### config.mk
export PLATFORM = sky130hd
export DESIGN_NAME = pwmsc_top
export DESIGN_NICKNAME = d
export VERILOG_FILES = /design/src/rtl/pwmsc_pkg.sv /design/src/rtl/pwmsc_chan_if.sv /design/src/rtl/pwmsc_chan.sv /design/src/rtl/pwmsc_top.sv
export SDC_FILE = /design/constraint.sdc
export NUM_CORES = 1
export LEC_CHECK = 0
export BUFFER_PORTS_ARGS = -buffer_cell sky130_fd_sc_hd__buf_2
export CORE_MARGIN = 10
export CORE_UTILIZATION = 45
export DETAILED_ROUTE_END_ITERATION = 8
export GPL_TIMING_DRIVEN = 1
export PLACE_DENSITY_LB_ADDON = 0.1
export SYNTH_ARGS = -nofsm -noshare
export SYNTH_HDL_FRONTEND = slang
export SYNTH_SLANG_ARGS = --single-unit
### constraint.sdc
create_clock -name sys_clk -period 6.2 [get_ports sys_clk]
set_clock_uncertainty 0.2 [all_clocks]
set_input_delay 1.24 -clock sys_clk [delete_from_list [all_inputs] [get_ports sys_clk]]
set_output_delay 1.24 -clock sys_clk [all_outputs]
set_load 0.03 [all_outputs]
### src/rtl/pwmsc_pkg.sv
// Package for the 12-bit sub-cycle pulse width modulator.
// Assumes a single system clock and a plain register port.
package pwmsc_pkg;
  localparam int PWMSC_CHANNELS = 4;
  localparam int PWMSC_ADDR_W = 4;
  localparam int PWMSC_DATA_W = 8;
  localparam int PWMSC_DUTY_W = 12;
  localparam int PWMSC_CNT_W = 12;
  localparam int PWMSC_SUB_W = 8;
  localparam int PWMSC_COARSE_LSB = 4;
  localparam int PWMSC_FINE_W = 4;
  localparam logic [PWMSC_ADDR_W-1:0] PWMSC_LOW_BASE = 4'h0;
  localparam logic [PWMSC_ADDR_W-1:0] PWMSC_HIGH_BASE = 4'h4;
  localparam logic [PWMSC_ADDR_W-1:0] PWMSC_PORT_DATA = 4'h8;
  localparam logic [PWMSC_ADDR_W-1:0] PWMSC_PORT_DIR = 4'h9;
  localparam logic [PWMSC_ADDR_W-1:0] PWMSC_PIN_READ = 4'hA;
  localparam int PWMSC_EN_BIT = 0;
  localparam int PWMSC_FINE_LSB = 4;
  localparam logic [7:0] PWMSC_DUTY_RST = 8'h00;
  localparam logic [7:0] PWMSC_DIR_RST = 8'hFF;
  localparam logic [7:0] PWMSC_DATA_RST = 8'h00;
  localparam logic [7:0] PWMSC_LOW_MASK = 8'hF1;
endpackage : pwmsc_pkg

### src/rtl/pwmsc_chan_if.sv
// Interface carrying one channel's duty and timing to its waveform unit.
// Assumes all signals belong to sys_clk.
`timescale 1ns/100ps
interface pwmsc_chan_if;
  import pwmsc_pkg::*;
  logic [PWMSC_DUTY_W-1:0] duty;
  logic [PWMSC_CNT_W-1:0] count;
  logic wave;
  modport ctl (output duty, output count, input wave);
  modport unit (input duty, input count, output wave);
endinterface : pwmsc_chan_if

### src/rtl/pwmsc_chan.sv
// One channel's waveform: coarse duty stretched by fine fraction.
// Assumes duty is already latched at cycle start.
`timescale 1ns/100ps
module pwmsc_chan (
  input wire logic sys_clk,
  input wire logic rst,
  pwmsc_chan_if.unit ch
);
  import pwmsc_pkg::*;
  logic [PWMSC_SUB_W-1:0] coarse_duty;
  logic [PWMSC_FINE_W-1:0] fine_fraction;
  logic [PWMSC_FINE_W-1:0] sub_idx;
  logic [PWMSC_SUB_W-1:0] pos;
  logic extra;
  logic next_wave;
  logic wave;

  assign ch.wave = wave;

  always_comb begin
    coarse_duty = ch.duty[PWMSC_DUTY_W-1:PWMSC_COARSE_LSB];
    fine_fraction = ch.duty[PWMSC_FINE_W-1:0];
    sub_idx = ch.count[PWMSC_CNT_W-1:PWMSC_SUB_W];
    pos = ch.count[PWMSC_SUB_W-1:0];
    extra = (sub_idx < fine_fraction);
    // High for coarse clocks, plus one where extra
    next_wave = (pos < coarse_duty) || (extra && pos == coarse_duty);
  end

  always_ff @(posedge sys_clk) begin
    if (rst) begin
      wave <= 1'b0;
    end else begin
      wave <= next_wave;
    end
  end
endmodule : pwmsc_chan

### src/rtl/pwmsc_top.sv
// Top of the multi-channel 12-bit sub-cycle pulse width modulator.
// Assumes one system clock, synchronous reset and a plain register port.
`timescale 1ns/100ps
module pwmsc_top #(
  parameter int CHANNELS = pwmsc_pkg::PWMSC_CHANNELS
) (
  input wire logic sys_clk,
  input wire logic rst,
  input wire logic [pwmsc_pkg::PWMSC_ADDR_W-1:0] reg_addr,
  input wire logic [pwmsc_pkg::PWMSC_DATA_W-1:0] reg_wdata,
  input wire logic reg_wr,
  input wire logic reg_rd,
  output logic [pwmsc_pkg::PWMSC_DATA_W-1:0] reg_rdata,
  input wire logic [CHANNELS-1:0] shared_output_pins_in,
  output logic [CHANNELS-1:0] shared_output_pins_out,
  output logic [CHANNELS-1:0] shared_output_pins_oe,
  output logic [CHANNELS-1:0] shared_output_pins_pullup,
  output logic [CHANNELS-1:0] modulated_outputs
);
  import pwmsc_pkg::*;

  logic [7:0] duty_low_regs [CHANNELS];
  logic [7:0] duty_high_regs [CHANNELS];
  logic [7:0] next_duty_low [CHANNELS];
  logic [7:0] next_duty_high [CHANNELS];
  logic [CHANNELS-1:0] port_d_output_latch;
  logic [CHANNELS-1:0] next_port_data;
  logic [CHANNELS-1:0] port_dir;
  logic [CHANNELS-1:0] next_port_dir;
  logic [CHANNELS-1:0] pullup_sel;
  logic [CHANNELS-1:0] next_pullup_sel;
  logic [7:0] next_rdata;

  logic [PWMSC_CNT_W-1:0] cycle_cnt;
  logic [PWMSC_CNT_W-1:0] next_cycle_cnt;
  logic [PWMSC_DUTY_W-1:0] duty_act [CHANNELS];
  logic [PWMSC_DUTY_W-1:0] next_duty_act [CHANNELS];
  logic [CHANNELS-1:0] wave;
  logic [CHANNELS-1:0] next_out;
  logic [CHANNELS-1:0] next_oe;
  logic [CHANNELS-1:0] next_mod;

  logic [CHANNELS-1:0] pin_s1;
  logic [CHANNELS-1:0] pin_s2;
  logic [CHANNELS-1:0] pin_s3;
  logic [CHANNELS-1:0] pin_val;
  logic [CHANNELS-1:0] next_pin_val;

  logic [7:0] pin_word;
  logic [7:0] data_word;
  logic [7:0] dir_word;

  // Free-running cycle counter on the system clock
  always_comb begin
    next_cycle_cnt = cycle_cnt + 12'h001;
  end

  always_ff @(posedge sys_clk) begin
    if (rst) begin
      cycle_cnt <= 12'h000;
    end else begin
      cycle_cnt <= next_cycle_cnt;
    end
  end

  // Register writes
  always_comb begin
    next_port_data = port_d_output_latch;
    next_port_dir = port_dir;
    next_pullup_sel = pullup_sel;
    for (int c = 0; c < CHANNELS; c++) begin
      next_duty_low[c] = duty_low_regs[c];
      next_duty_high[c] = duty_high_regs[c];
    end
    if (reg_wr) begin
      for (int c = 0; c < CHANNELS; c++) begin
        if (reg_addr == PWMSC_LOW_BASE + PWMSC_ADDR_W'(c)) begin
          next_duty_low[c] = reg_wdata & PWMSC_LOW_MASK;
        end else if (reg_addr == PWMSC_HIGH_BASE + PWMSC_ADDR_W'(c)) begin
          next_duty_high[c] = reg_wdata;
        end
      end
      if (reg_addr == PWMSC_PORT_DATA) begin
        next_port_data = reg_wdata[CHANNELS-1:0];
      end else if (reg_addr == PWMSC_PORT_DIR) begin
        next_port_dir = reg_wdata[CHANNELS-1:0];
        next_pullup_sel = reg_wdata[CHANNELS+3:4];
      end
    end
  end

  always_ff @(posedge sys_clk) begin
    if (rst) begin
      port_d_output_latch <= PWMSC_DATA_RST[CHANNELS-1:0];
      port_dir <= PWMSC_DIR_RST[CHANNELS-1:0];
      pullup_sel <= PWMSC_DIR_RST[CHANNELS+3:4];
      for (int c = 0; c < CHANNELS; c++) begin
        duty_low_regs[c] <= PWMSC_DUTY_RST;
        duty_high_regs[c] <= PWMSC_DUTY_RST;
      end
    end else begin
      port_d_output_latch <= next_port_data;
      port_dir <= next_port_dir;
      pullup_sel <= next_pullup_sel;
      for (int c = 0; c < CHANNELS; c++) begin
        duty_low_regs[c] <= next_duty_low[c];
        duty_high_regs[c] <= next_duty_high[c];
      end
    end
  end

  // Duty latched only at full-cycle wrap
  always_comb begin
    for (int c = 0; c < CHANNELS; c++) begin
      next_duty_act[c] = duty_act[c];
      if (next_cycle_cnt == 12'h000) begin
        next_duty_act[c] = {duty_high_regs[c],
                            duty_low_regs[c][7:PWMSC_FINE_LSB]};
      end
    end
  end

  always_ff @(posedge sys_clk) begin
    if (rst) begin
      for (int c = 0; c < CHANNELS; c++) begin
        duty_act[c] <= 12'h000;
      end
    end else begin
      for (int c = 0; c < CHANNELS; c++) begin
        duty_act[c] <= next_duty_act[c];
      end
    end
  end

  // One waveform unit per channel
  for (genvar g = 0; g < CHANNELS; g++) begin : g_chan
    pwmsc_chan_if cif ();
    assign cif.duty = duty_act[g];
    assign cif.count = cycle_cnt;
    assign wave[g] = cif.wave;
    pwmsc_chan u_chan (
      .sys_clk(sys_clk),
      .rst(rst),
      .ch(cif.unit)
    );
  end

  // Pin gating
  always_comb begin
    for (int c = 0; c < CHANNELS; c++) begin
      next_mod[c] = duty_low_regs[c][PWMSC_EN_BIT] & wave[c];
      if (duty_low_regs[c][PWMSC_EN_BIT]) begin
        next_out[c] = port_d_output_latch[c] & wave[c];
      end else begin
        next_out[c] = port_d_output_latch[c];
      end
      next_oe[c] = ~port_dir[c];
    end
  end

  always_ff @(posedge sys_clk) begin
    if (rst) begin
      shared_output_pins_out <= '0;
      shared_output_pins_oe <= '0;
      shared_output_pins_pullup <= '0;
      modulated_outputs <= '0;
    end else begin
      shared_output_pins_out <= next_out;
      shared_output_pins_oe <= next_oe;
      shared_output_pins_pullup <= pullup_sel & port_dir;
      modulated_outputs <= next_mod;
    end
  end

  // Pin input synchroniser, change accepted when stages 2 and 3 agree
  always_comb begin
    next_pin_val = pin_val;
    for (int c = 0; c < CHANNELS; c++) begin
      if (pin_s2[c] == pin_s3[c]) begin
        next_pin_val[c] = pin_s3[c];
      end
    end
  end

  always_ff @(posedge sys_clk) begin
    if (rst) begin
      pin_s1 <= '0;
      pin_s2 <= '0;
      pin_s3 <= '0;
      pin_val <= '0;
    end else begin
      pin_s1 <= shared_output_pins_in;
      pin_s2 <= pin_s1;
      pin_s3 <= pin_s2;
      pin_val <= next_pin_val;
    end
  end

  // Register reads
  always_comb begin
    pin_word = '0;
    data_word = '0;
    dir_word = '0;
    pin_word[CHANNELS-1:0] = pin_val;
    data_word[CHANNELS-1:0] = port_d_output_latch;
    dir_word[CHANNELS-1:0] = port_dir;
    dir_word[CHANNELS+3:4] = pullup_sel;
    next_rdata = 8'h00;
    if (reg_rd) begin
      for (int c = 0; c < CHANNELS; c++) begin
        if (reg_addr == PWMSC_LOW_BASE + PWMSC_ADDR_W'(c)) begin
          next_rdata = duty_low_regs[c];
        end else if (reg_addr == PWMSC_HIGH_BASE + PWMSC_ADDR_W'(c)) begin
          next_rdata = duty_high_regs[c];
        end
      end
      if (reg_addr == PWMSC_PORT_DATA) begin
        next_rdata = data_word;
      end else if (reg_addr == PWMSC_PORT_DIR) begin
        next_rdata = dir_word;
      end else if (reg_addr == PWMSC_PIN_READ) begin
        next_rdata = pin_word;
      end
    end
  end

  always_ff @(posedge sys_clk) begin
    if (rst) begin
      reg_rdata <= 8'h00;
    end else begin
      reg_rdata <= next_rdata;
    end
  end
endmodule : pwmsc_top

==> flow_metrics.tcl <==
set metrics [dict create \
    synth_top_cell_by_area "dfxtp_1" \
    avgRoutedWirePerCell_um 19.7 \
    grt_antenna_before_repair 0 \
    grt_max_degree 88 \
    cpPeakStageDelay_ns 0.86 \
    cts.hold.buffers_added 0 \
    netlist_top_cells_area "dfxtp_1 41%, ha_1 7.1%, mux2i_1 6.1%" \
    finalHoldViolCount 0 \
    nNetsFinal 977 \
    drt.antenna.violating_nets 0 \
    status "finished, final reports clean" \
    fin_setup_tns_ns 0 \
    dr_total_vias 6767 \
    r2r-end "duty_act[3][5]" \
    cp_cell_sequence "and4_4 -> and3_1 -> nand3_1 -> xnor2_2 -> buf_4 -> o31ai_1 -> a21oi_1" \
    viasPerCell 5.87 \
    chipHeight_um 155 \
    rsz0062_at_grt "no" \
    powerDensity_nw_per_um2 264 \
    fmax_mhz 285 \
    tritoncts "done" \
    synth_top_area_share_pct 41.2 \
    drcViolationCount 0 \
    io_buffers 43 \
    hp-class "reg -> reg" \
    ctsHtreeMaxLevel 4 \
    grt_pass1_wl_mm 36.0 \
    cts_root_buffer "clkbuf_16" \
    critical_path.endpoint "duty_act[3][5]" \
    gp_congestion 0.956 \
    timing.final.crit_share_pct 56.6 \
    cp_max_fo 32 \
    cts_buffers 17 \
    crit_cells 7 \
    clockBufferDepth 2 \
    slew_headroom_pct 11.1 \
    final_common_cell "dfxtp_1" \
    async_flop_share_pct 0 \
    whs_path_depth 1 \
    p_leak_nw 3.37 \
    cts-resized-gates 0 \
    grt_usage_pct 18.7 \
    drt_pass1_iterations 5 \
    dieArea_um2 23900 \
    fin_crit_ns 3.51 \
    dieWidth_um 155 \
    drt_iter0_drc 618 \
    syn_inst 921 \
    ys_ff_latch 168 \
    synth_area_per_cell_um2 8.86 \
    post_cts_buffers 0 \
    finalNonFillerCells 1153 \
    n_antenna_cell 0 \
    wirelength_mm 22.7 \
    vdd_drop_max_uv 208 \
    synth_edf_count 0 \
    clkTransAtPathRegs_ns 0.07 \
    grt_pass1_vias 6438 \
    rrSetupSlack_ns 2.69 \
    syn2layout_area_growth_pct 10.4 \
    ios 44 \
    synth_flop_cell "dfxtp_1" \
    hpwl_mm 16.1 \
    overflow 0 \
    layout_common_cells "168 x dfxtp_1, 96 x a21oi_1, 76 x nor2_1" \
    worst_setup_path_end_kind "flop" \
    core_area_um2 17900 \
    cp.arrival_ns 3.65 \
    rows 49 \
    clock-sinks 168 \
    report.final.slew_viol_count 0 \
    yosysSeqAreaShare_pct 41.2 \
    worstMarginPinSlew_ns 1.33 \
    startpoint "cycle_cnt[6]" \
    critical_path_class "reg -> reg" \
    startpoint_type "flop" \
    yosysWarnings 0 \
    timing.rr.start "cycle_cnt[6]" \
    crit_required_ns 6.34 \
    ys_types 49 \
    syn_area_um2 8160 \
    maxCapViolCount 0 \
    critPathTopFamily "simple AND/OR/NAND/NOR gates" \
    syn_nets 987 \
    setup_violations 0 \
    start_util_pct 45.6 \
    clock_latency_ns 0.43 \
    slowest_stage "xnor2_2" \
    drive_above_1_share_pct 13.2 \
    critPathBufInv 1 \
    reg2regPathDepth 7 \
    dp.cells 1121 \
]
==> power breakdown <==
| group | internal, W | switching, W |
|---|---|---|
| logic | 0.0000501 | 0.000103 |
| clock network | 0.000643 | 0.000467 |
| registers | 0.00110 | 0.0000156 |
==> worst min-delay path by stage <==
| stage | start | to | slack, ns |
|---|---|---|---|
| after floorplan | pin_s1[0] | pin_s2[0] | 0.21 |
| after global placement | pin_s1[0] | pin_s2[0] | 0.22 |
| after global routing | pin_s1[1] | pin_s2[1] | 0.25 |
| final | pin_s1[0] | pin_s2[0] | 0.24 |
| after CTS | pin_s1[2] | pin_s2[2] | 0.24 |
| after detailed placement | pin_s1[2] | pin_s2[2] | 0.22 |
==> area by class of cell <==
class | instances | area [µm²]
sequential | 168 | 3360
tap | 229 | 287
timing repair buffer | 48 | 255
clock buffer | 17 | 425
inverter | 45 | 169
multi-input combinational | 631 | 4310
clock inverter | 15 | 190
fill | 1710 | 8900
==> sequential cells by signal, indices dropped and copies added, names as in the netlist <==
signal,cells
shared_output_pins_out,4
shared_output_pins_oe,4
shared_output_pins_pullup,4
duty_act,48
pullup_sel,4
pin_val,4
pin_s1,4
pin_s2,4
cycle_cnt,12
port_d_output_latch,4
duty_low_regs,20
port_dir,4
duty_high_regs,32
pin_s3,4
reg_rdata,8
modulated_outputs,4
g_chan.u_chan.ch.wave,4
==> synth_stat cells, types with 5 or more instances <==
library cell / n
a21oi_1: 96
o31ai_2: 20
nor2b_1: 33
xor2_1: 7
ha_1: 46
nor3_1: 5
clkbuf_1: 56
nor2_1: 76
mux2i_1: 50
inv_1: 45
buf_2: 14
nand4_1: 55
nand3_1: 20
nand2_1: 65
a211oi_1: 8
nand2b_1: 12
nor3b_1: 6
dfxtp_1: 168
mux2_2: 6
o31ai_1: 30
o21ai_0: 22
nand3b_1: 9
nor4_1: 5
a22oi_1: 5
xnor2_1: 7
and3_1: 5
==> metal layers <==
metal  vias to the layer above  track usage, %  routed length (µm)
li1                       3257               -                   -
met1                      3264            25.5               10500
met2                       214            29.0               10400
met3                        32            3.00                1220
met4                         0            6.97                 571
met5                         -               0                   0
==> worst reg2reg max path, delay by kind of cell (launching register included) <==
family / cells / cell delay [ns]
and+or+nand+nor: 3 / 0.90
xor gates and xnor gates: 1 / 0.87
DFF: 1 / 0.60
buffers and inverters: 1 / 0.51
AOI/OAI and AO/OA: 2 / 0.37
==> metrics by stage <==
step | power, W | setup WS [ns] | area, µm² | hold slack, ns | utilization, %
floorplan | 0.00124 | 3.19 | 8160 | 0.214 | -
global placement | 0.00128 | 2.61 | 8390 | 0.219 | 46.9
detailed placement | 0.00129 | 2.55 | 8390 | 0.225 | 46.9
CTS | 0.00239 | 2.68 | 9000 | 0.241 | 50.3
global route | 0.00245 | 2.43 | 9000 | 0.254 | 50.3
finish | 0.00237 | 2.69 | 9000 | 0.235 | 50.3
==> kinds of logic (layout without fill, tap and decap cells) <==
| family | count (synthesis) | in the layout | synth area share (%) |
|---|---|---|---|
| AOI/OAI and AO/OA | 204 | 204 | 16.5 |
| adders and majority gates | 46 | 46 | 7.06 |
| muxes | 60 | 60 | 8.07 |
| xor gates and xnor gates | 14 | 14 | 1.50 |
| and+or+nand+nor | 307 | 307 | 19.4 |
| buffers and inverters | 122 | 125 | 6.29 |
| DFF | 168 | 168 | 41.2 |
Power figures use the tool's default switching activity.
